$ cat src/design/rac_pkg.sv
// Purpose: shared constants for the radio address and checksum config bank
// Assumes: byte addresses on a 12-bit wishbone address, 32-bit data
// Notes: offsets are byte addresses of aligned words
package rac_pkg;
    // ----------------------------------------
    // register offsets
    // ----------------------------------------
    localparam logic [11:0] OFF_BASE_WORD_ZERO = 12'h51C;
    localparam logic [11:0] OFF_BASE_WORD_ONE = 12'h520;
    localparam logic [11:0] OFF_PFX_LO = 12'h524;
    localparam logic [11:0] OFF_PFX_HI = 12'h528;
    localparam logic [11:0] OFF_TXSEL = 12'h52C;
    localparam logic [11:0] OFF_RXEN = 12'h530;
    localparam logic [11:0] OFF_CRCCFG = 12'h534;
    localparam logic [11:0] OFF_POLY = 12'h538;
    localparam logic [11:0] OFF_SEED = 12'h53C;
    localparam logic [11:0] OFF_FMT = 12'h580;
    localparam logic [11:0] OFF_STAT = 12'h584;
    // ----------------------------------------
    // field layout
    // ----------------------------------------
    localparam int CRC_LEN_LSB = 0;
    localparam int CRC_SKIP_BIT = 8;
    localparam int POLY_CONST_BIT = 0;
    localparam int STAT_LEN_LSB = 4;
    localparam int STAT_CRC_BIT = 8;
    // ----------------------------------------
    // reset values and limits
    // ----------------------------------------
    localparam logic [31:0] RST_WORD = 32'h0000_0000;
    localparam logic [2:0] RST_TXSEL = 3'h0;
    localparam logic [7:0] RST_RXEN = 8'h00;
    localparam logic [1:0] RST_CRC_LEN = 2'h0;
    localparam logic [2:0] RST_BASE_BYTE_COUNT = 3'h4;
    localparam logic [2:0] BASE_BYTE_COUNT_MIN = 3'h2;
    localparam logic [2:0] BASE_BYTE_COUNT_MAX = 3'h4;
endpackage

$ cat src/design/rac_addr_build.sv
// Purpose: assemble one on-air address from a base word and a prefix byte
// Assumes: base length already held in a register of the caller
// Notes: purely combinational
`timescale 1ns/1ps
`default_nettype none
module rac_addr_build (
    input wire logic [31:0] base,
    input wire logic [7:0] prefix,
    input wire logic [2:0] base_len,
    output logic [39:0] addr,
    output logic [2:0] addr_len
);
    logic [2:0] len_c;

    // ----------------------------------------
    // base bytes first, prefix byte right after
    // ----------------------------------------
    always_comb begin
        len_c = base_len;
        if (base_len < rac_pkg::BASE_BYTE_COUNT_MIN) begin
            len_c = rac_pkg::BASE_BYTE_COUNT_MIN;
        end else if (base_len > rac_pkg::BASE_BYTE_COUNT_MAX) begin
            len_c = rac_pkg::BASE_BYTE_COUNT_MAX;
        end
        addr_len = len_c + 3'h1;
        case (len_c)
            3'h2: addr = {16'h0000, prefix, base[15:0]};
            3'h3: addr = {8'h00, prefix, base[23:0]};
            default: addr = {prefix, base};
        endcase
    end
endmodule
`default_nettype wire

$ cat src/design/rac_config.sv
// Purpose: register bank for radio address and checksum settings
// Assumes: classic wishbone slave, one-cycle ack, one clock domain
// Notes: settings reach the packet engine one cycle after the write edge
//
// Our own choice: register access over Wishbone.
`timescale 1ns/1ps
`default_nettype none
module rac_config (
    input wire logic mclk,
    input wire logic rst_n,
    input wire logic wb_cyc_i,
    input wire logic wb_stb_i,
    input wire logic wb_we_i,
    input wire logic [11:0] wb_adr_i,
    input wire logic [3:0] wb_sel_i,
    input wire logic [31:0] wb_dat_i,
    output logic [31:0] wb_dat_o,
    output logic wb_ack_o,
    input wire logic [2:0] rx_query_index,
    output logic [39:0] tx_addr,
    output logic [2:0] tx_addr_len,
    output logic [39:0] rx_query_addr,
    output logic rx_query_enabled,
    output logic [7:0] rx_addr_enable,
    output logic checksum_enable,
    output logic [1:0] checksum_byte_count,
    output logic exclude_address_from_checksum,
    output logic [2:0] checksum_skip_bytes,
    output logic [31:0] checksum_polynomial,
    output logic [31:0] checksum_seed
);
    // ----------------------------------------
    // helpers
    // ----------------------------------------
    function automatic logic [31:0] merge(input logic [31:0] old, input logic [31:0] din,
                                          input logic [3:0] sel);
        logic [31:0] r;
        r = old;
        for (int i = 0; i < 4; i++) begin
            if (sel[i]) begin
                r[8*i +: 8] = din[8*i +: 8];
            end
        end
        return r;
    endfunction

    function automatic logic [7:0] pick_prefix(input logic [63:0] pfx, input logic [2:0] idx);
        return pfx[8*idx +: 8];
    endfunction

    function automatic logic [31:0] pick_base(input logic [31:0] b0, input logic [31:0] b1,
                                              input logic [2:0] idx);
        return (idx == 3'h0) ? b0 : b1;
    endfunction

    // ----------------------------------------
    // register state
    // ----------------------------------------
    logic [31:0] base_word_zero_reg, base_word_zero_next;
    logic [31:0] base_word_one_reg, base_word_one_next;
    logic [63:0] pfx_reg, pfx_next;
    logic [2:0] txsel_reg, txsel_next;
    logic [7:0] rxen_reg, rxen_next;
    logic [1:0] crclen_reg, crclen_next;
    logic skip_reg, skip_next;
    logic [31:0] poly_reg, poly_next;
    logic [31:0] seed_reg, seed_next;
    logic [2:0] base_byte_count_reg, base_byte_count_next;
    logic ack_reg, ack_next;
    logic [31:0] rdat_reg, rdat_next;
    logic wr_en;
    logic [31:0] wr_word;
    logic [31:0] rd_word;
    logic [11:0] word_adr;

    assign word_adr = {wb_adr_i[11:2], 2'b00};
    // a write lands on the edge where the master samples ack high
    assign wr_en = wb_cyc_i && wb_stb_i && wb_we_i && ack_reg;

    always_comb begin
        wr_word = 32'h0000_0000;
        rd_word = 32'h0000_0000;
        if (word_adr == rac_pkg::OFF_BASE_WORD_ZERO) begin
            rd_word = base_word_zero_reg;
        end else if (word_adr == rac_pkg::OFF_BASE_WORD_ONE) begin
            rd_word = base_word_one_reg;
        end else if (word_adr == rac_pkg::OFF_PFX_LO) begin
            rd_word = pfx_reg[31:0];
        end else if (word_adr == rac_pkg::OFF_PFX_HI) begin
            rd_word = pfx_reg[63:32];
        end else if (word_adr == rac_pkg::OFF_TXSEL) begin
            rd_word = {29'h0, txsel_reg};
        end else if (word_adr == rac_pkg::OFF_RXEN) begin
            rd_word = {24'h0, rxen_reg};
        end else if (word_adr == rac_pkg::OFF_CRCCFG) begin
            rd_word[rac_pkg::CRC_LEN_LSB +: 2] = crclen_reg;
            rd_word[rac_pkg::CRC_SKIP_BIT] = skip_reg;
        end else if (word_adr == rac_pkg::OFF_POLY) begin
            rd_word = poly_reg;
        end else if (word_adr == rac_pkg::OFF_SEED) begin
            rd_word = seed_reg;
        end else if (word_adr == rac_pkg::OFF_FMT) begin
            rd_word = {29'h0, base_byte_count_reg};
        end else if (word_adr == rac_pkg::OFF_STAT) begin
            rd_word[2:0] = tx_addr_len;
            rd_word[rac_pkg::STAT_LEN_LSB +: 3] = checksum_skip_bytes;
            rd_word[rac_pkg::STAT_CRC_BIT] = checksum_enable;
        end
        wr_word = merge(rd_word, wb_dat_i, wb_sel_i);
    end

    // ----------------------------------------
    // register writes and bus answer
    // ----------------------------------------
    always_comb begin
        base_word_zero_next = base_word_zero_reg;
        base_word_one_next = base_word_one_reg;
        pfx_next = pfx_reg;
        txsel_next = txsel_reg;
        rxen_next = rxen_reg;
        crclen_next = crclen_reg;
        skip_next = skip_reg;
        poly_next = poly_reg;
        seed_next = seed_reg;
        base_byte_count_next = base_byte_count_reg;
        ack_next = wb_cyc_i && wb_stb_i && !ack_reg;
        rdat_next = ack_next ? rd_word : 32'h0000_0000;
        if (wr_en) begin
            if (word_adr == rac_pkg::OFF_BASE_WORD_ZERO) begin
                base_word_zero_next = wr_word;
            end else if (word_adr == rac_pkg::OFF_BASE_WORD_ONE) begin
                base_word_one_next = wr_word;
            end else if (word_adr == rac_pkg::OFF_PFX_LO) begin
                pfx_next[31:0] = wr_word;
            end else if (word_adr == rac_pkg::OFF_PFX_HI) begin
                pfx_next[63:32] = wr_word;
            end else if (word_adr == rac_pkg::OFF_TXSEL) begin
                txsel_next = wr_word[2:0];
            end else if (word_adr == rac_pkg::OFF_RXEN) begin
                rxen_next = wr_word[7:0];
            end else if (word_adr == rac_pkg::OFF_CRCCFG) begin
                crclen_next = wr_word[rac_pkg::CRC_LEN_LSB +: 2];
                skip_next = wr_word[rac_pkg::CRC_SKIP_BIT];
            end else if (word_adr == rac_pkg::OFF_POLY) begin
                poly_next = wr_word;
            end else if (word_adr == rac_pkg::OFF_SEED) begin
                seed_next = wr_word;
            end else if (word_adr == rac_pkg::OFF_FMT) begin
                base_byte_count_next = wr_word[2:0];
            end
        end
    end

    always_ff @(posedge mclk or negedge rst_n) begin
        if (!rst_n) begin
            base_word_zero_reg <= rac_pkg::RST_WORD;
            base_word_one_reg <= rac_pkg::RST_WORD;
            pfx_reg <= {rac_pkg::RST_WORD, rac_pkg::RST_WORD};
            txsel_reg <= rac_pkg::RST_TXSEL;
            rxen_reg <= rac_pkg::RST_RXEN;
            crclen_reg <= rac_pkg::RST_CRC_LEN;
            skip_reg <= 1'b0;
            poly_reg <= rac_pkg::RST_WORD;
            seed_reg <= rac_pkg::RST_WORD;
            base_byte_count_reg <= rac_pkg::RST_BASE_BYTE_COUNT;
            ack_reg <= 1'b0;
            rdat_reg <= rac_pkg::RST_WORD;
        end else begin
            base_word_zero_reg <= base_word_zero_next;
            base_word_one_reg <= base_word_one_next;
            pfx_reg <= pfx_next;
            txsel_reg <= txsel_next;
            rxen_reg <= rxen_next;
            crclen_reg <= crclen_next;
            skip_reg <= skip_next;
            poly_reg <= poly_next;
            seed_reg <= seed_next;
            base_byte_count_reg <= base_byte_count_next;
            ack_reg <= ack_next;
            rdat_reg <= rdat_next;
        end
    end

    assign wb_ack_o = ack_reg;
    assign wb_dat_o = rdat_reg;

    // ----------------------------------------
    // address assembly for transmit and receive lookup
    // ----------------------------------------
    logic [39:0] tx_addr_c, rxq_addr_c;
    logic [2:0] tx_len_c;

    rac_addr_build u_tx_build (
        .base(pick_base(base_word_zero_reg, base_word_one_reg, txsel_reg)),
        .prefix(pick_prefix(pfx_reg, txsel_reg)),
        .base_len(base_byte_count_reg),
        .addr(tx_addr_c),
        .addr_len(tx_len_c)
    );

    rac_addr_build u_rx_build (
        .base(pick_base(base_word_zero_reg, base_word_one_reg, rx_query_index)),
        .prefix(pick_prefix(pfx_reg, rx_query_index)),
        .base_len(base_byte_count_reg),
        .addr(rxq_addr_c),
        .addr_len()
    );

    // ----------------------------------------
    // registered settings toward the packet engine
    // ----------------------------------------
    logic [39:0] txa_reg, txa_next, rxqa_reg, rxqa_next;
    logic [2:0] txl_reg, txl_next, skipb_reg, skipb_next;
    logic rxqe_reg, rxqe_next, crcen_reg, crcen_next, excl_reg, excl_next;
    logic [7:0] rxe_reg, rxe_next;
    logic [1:0] crcb_reg, crcb_next;
    logic [31:0] polo_reg, polo_next, seedo_reg, seedo_next;

    always_comb begin
        txa_next = tx_addr_c;
        txl_next = tx_len_c;
        rxqa_next = rxq_addr_c;
        rxqe_next = rxen_reg[rx_query_index];
        rxe_next = rxen_reg;
        crcen_next = (crclen_reg != 2'h0);
        crcb_next = crclen_reg;
        excl_next = skip_reg && crcen_next;
        skipb_next = excl_next ? tx_len_c : 3'h0;
        polo_next = poly_reg;
        polo_next[rac_pkg::POLY_CONST_BIT] = 1'b1;
        seedo_next = seed_reg;
    end

    always_ff @(posedge mclk or negedge rst_n) begin
        if (!rst_n) begin
            txa_reg <= 40'h00_0000_0000;
            txl_reg <= 3'h0;
            rxqa_reg <= 40'h00_0000_0000;
            rxqe_reg <= 1'b0;
            rxe_reg <= rac_pkg::RST_RXEN;
            crcen_reg <= 1'b0;
            crcb_reg <= rac_pkg::RST_CRC_LEN;
            excl_reg <= 1'b0;
            skipb_reg <= 3'h0;
            polo_reg <= rac_pkg::RST_WORD;
            seedo_reg <= rac_pkg::RST_WORD;
        end else begin
            txa_reg <= txa_next;
            txl_reg <= txl_next;
            rxqa_reg <= rxqa_next;
            rxqe_reg <= rxqe_next;
            rxe_reg <= rxe_next;
            crcen_reg <= crcen_next;
            crcb_reg <= crcb_next;
            excl_reg <= excl_next;
            skipb_reg <= skipb_next;
            polo_reg <= polo_next;
            seedo_reg <= seedo_next;
        end
    end

    assign tx_addr = txa_reg;
    assign tx_addr_len = txl_reg;
    assign rx_query_addr = rxqa_reg;
    assign rx_query_enabled = rxqe_reg;
    assign rx_addr_enable = rxe_reg;
    assign checksum_enable = crcen_reg;
    assign checksum_byte_count = crcb_reg;
    assign exclude_address_from_checksum = excl_reg;
    assign checksum_skip_bytes = skipb_reg;
    assign checksum_polynomial = polo_reg;
    assign checksum_seed = seedo_reg;
endmodule
`default_nettype wire

$ cat config.mk
export PLATFORM = sky130hd
export DESIGN_NAME = rac_config
export DESIGN_NICKNAME = d
export VERILOG_FILES = /design/src/design/rac_pkg.sv /design/src/design/rac_addr_build.sv /design/src/design/rac_config.sv
export SDC_FILE = /design/constraint.sdc
export NUM_CORES = 1
export LEC_CHECK = 0
export ABC_AREA = 1
export BUFFER_PORTS_ARGS = -buffer_cell sky130_fd_sc_hd__buf_2
export CORE_MARGIN = 2
export CORE_UTILIZATION = 50
export CTS_CLUSTER_DIAMETER = 200
export DETAILED_ROUTE_END_ITERATION = 16
export GPL_ROUTABILITY_DRIVEN = 0
export PLACE_DENSITY_LB_ADDON = 0.1
export SLEW_MARGIN = 10
export SYNTH_ARGS = -nofsm -noshare
export SYNTH_HDL_FRONTEND = slang
export SYNTH_SLANG_ARGS = --single-unit
$ cat constraint.sdc
create_clock -name mclk -period 2.9 [get_ports mclk]
set_clock_uncertainty 0.05 [all_clocks]
set_input_delay 0.145 -clock mclk [delete_from_list [all_inputs] [get_ports mclk]]
set_output_delay 0.145 -clock mclk [all_outputs]
set_load 0.05 [all_outputs]
==> run_results.csv <==
group,metric,value,unit
setup_path,critPathTopFamily,"compound AO/OA/AOI/OAI gates",
setup_path,critPathMaxFanout,19,
logic_synthesis,synth_ff_type,"dfrtp_1",
die,ios,252,
logic_synthesis,synth_seq_cells,405,
logic_synthesis,async_reset_ff_share,100,%
place,place_hpwl,42100,microns
power,power,0.0119,W
timing,setup-violations-final,0,
logic_synthesis,yosysTopAreaCell,"dfrtp_1",
setup_path,crit_type,"flip-flop to flip-flop",
routing,wire_per_inst,21.6,microns
layout,fillCellCount,3088,
layout,layout-drive-gt1-share,20.2,%
timing,maxSlewHeadroom,30.4,%
routing,ant_nets,0,
clock_tree,htreeDepth,2,
timing,maxSlewViolCount,0,
place,dp.cells,2704,
routing,routed_via_density,5.86,
setup_path,reg2reg_depth,5,
clock_tree,cts_resized,0,
global_route,grt_pass1_vias,16014,
logic_synthesis,ys_seq_area_share,56.5,%
setup_path,crit_required,3220,ps
timing,min_period,2460,ps
place,pre_cts_slack,458,ps
logic_synthesis,ys_warn_count,0,
die,num_rows,69,
place,io_buffer_count,249,
flow_run,maxCapViolations,0,
routing,drcViolationCount,0,
power,total_leakage_power,11.1,nW
logic_synthesis,yosysTopAreaCellShare,56.3,%
die,die_area,0.0374,sq mm
clock_tree,clockBufferDepth,3,
logic_synthesis,syn_nets,2117,
global_route,grt_start_max_net_pins,85,
setup_path,max_stage_delay,630,ps
clock_tree,clock_sinks,405,
die,start_util,50.6,%
power,power.density,555,mW/mm^2
logic_synthesis,synth_area,0.0179,sq mm
clock_tree,cts_buffers,42,
clock_tree,clk_pin_slew,60,ps
clock_tree,tritoncts,"built",
timing,worst_pin_slew,1040,ps
hold_path,hp-class,"primary input to flip-flop",
logic_synthesis,synth_cell_types,48,
logic_synthesis,synth_area_leaders,"dfrtp_1 56%, nand2_1 11%, nand3_1 6.1%, o21ai_0 4.2%, inv_1 2.9%",
global_route,grt_usage,32.0,%
clock_tree,clockRootBuffer,"clkbuf_16",
layout,num-nets-final,2370,
clock_tree,insertion_delay,550,ps
timing,rsz0062_at_grt,"false",
setup_path,cp_cell_sequence,"clkinv_1 -> a21oi_1 -> o21ai_0 -> a31oi_1 -> o32ai_1",
global_route,grt_pass1_wl,92500,microns
timing,finalHoldViolations,0,
run_status,status,"complete, no violations",
hold_path,hold_depth,4,
layout,layout_commonest_cell,"nand2_1",
layout,largest_reg_flops,64,
layout,antenna-diode-count,0,
setup_path,cp-end-kind,"flip-flop",
setup_path,cpMaxStageDelayCell,"dfrtp_1",
timing,final.period_utilization,84.8,%
setup_path,cp.arrival,2780,ps
global_route,grt_overflow,0,
power,irDropWorstVdd,0.369,mV
routing,vias,16425,
timing,fin_ws,440,ps
layout,mostFrequentLayoutCells,"509 x nand2_1, 404 x dfrtp_1, 248 x buf_2, 217 x nand3_1, 149 x o21ai_0",
logic_synthesis,avgSynthCellArea,8.72,sq um
layout,instances_no_fill,2803,
timing,whs,7.50,ps
die,die_x,193,microns
timing,max_freq,0.406,GHz
setup_path,cp.depth,5,
global_route,antenna_found_initial,2,
layout,area_delta_synth_final,19.3,%
routing,drt-total-wl,60600,microns
die,core,0.0355,sq mm
logic_synthesis,netlist_instances,2058,
timing,setup_tns,0,ps
setup_path,startpoint_type,"flip-flop",
routing,drtIter0Drc,1712,
die,die_height,193,microns
routing,first_pass_iters,6,
setup_path,path_buf_inv,1,
logic_synthesis,synth_edf_count,0,
==> logic make-up after synthesis <==
logic type	count (synthesis)	share of synthesized area, %
buffers and inverters	287	6.51
AO/OA/AOI/OAI	404	13.0
flip-flops	405	56.5
other	1	0.0209
adder cells (fa/ha/maj)	3	0.209
AND/OR/NAND/NOR	958	23.8
==> power breakdown <==
group / internal (W) / leakage, nW / switching, W
sequential: 0.00567 / 5.12 / 0.00000930
clock: 0.00336 / 0.709 / 0.00221
combinational: 0.000152 / 5.29 / 0.000479
total: 0.00919 / 11.1 / 0.00270
==> cell usage after synthesis, types with 3 or more instances <==
cell type,instances
buf_4,9
o22ai_1,21
ha_1,3
nor2_2,6
nand4_1,19
clkbuf_1,49
dfrtp_1,404
nor3_1,3
a21oi_1,95
nand3_1,217
o32ai_1,15
inv_2,16
buf_1,26
o2111ai_1,6
nor2_4,8
inv_1,140
nand4_2,3
a221oi_1,4
o21ai_0,149
o21ai_2,5
nand3_2,11
clkinv_1,8
nor2_1,139
o21ai_1,44
a211oi_2,3
o211ai_1,6
a31oi_1,28
or2_2,30
buf_2,36
a22oi_1,13
o221ai_1,8
nand2_1,509
a211oi_1,3
==> worst register-to-register path: stages, from the launching register on <==
cell and delay, ps:
dfrtp_1 630, clkinv_1 540, a21oi_1 260, o21ai_0 140, a31oi_1 460, o32ai_1 220
==> worst paths after layout <==
kind	to	slack [ps]	startpoint
setup / recovery	tx_addr[18]$_DFF_PN0_	440	txsel_reg[0]$_DFFE_PN0P_
hold / removal	seed_reg[11]$_DFFE_PN0P_	8	wb_dat_i[11]
setup reg to reg	tx_addr[18]$_DFF_PN0_	440	txsel_reg[0]$_DFFE_PN0P_
hold reg to reg	checksum_polynomial[25]$_DFF_PN0_	320	poly_reg[25]$_DFFE_PN0P_
max in group asynchronous	base_word_zero_reg[31]$_DFFE_PN0P_	1740	rst_n
min in group asynchronous	base_word_zero_reg[15]$_DFFE_PN0P_	180	rst_n
==> final cells by class <==
cell class              instances  area [sq um]  share of cell area [%]
clock inverters                12           171                   0.800
repair buffers                330          1990                    9.28
clock buffers                  63          1260                    5.89
multi-input cells            1366          6650                    31.1
flip-flops and latches        405         10100                    47.3
well taps                     461           577                    2.69
inverters                     166           628                    2.93
==> per-stage QoR <==
stage          cell area [sq um]  utilization (%)
2_1_floorplan              17900                -
3_3_place_gp               19700             55.6
3_5_place_dp               19700             55.6
4_1_cts                    21400             60.4
5_1_grt                    21400             60.4
6_report                   21400             60.4
==> layer usage <==
metal / vias to the layer above / wire (microns) / global-route usage, %
li1: 7347 / - / -
met2: 932 / 27700 / 50.1
met5: - / 20 / 0
met3: 177 / 6120 / 6.61
met4: 4 / 2570 / 13.5
met1: 7965 / 24200 / 43.5
==> timing repair <==
| action | 4_1_cts | 5_1_grt |
|---|---|---|
| endpoints found under the hold margin | 165 | 0 |
| buffers inserted | 0 | 0 |
| hold buffers | 24 | 0 |
No activity file was read; power rests on OpenSTA's default activity.
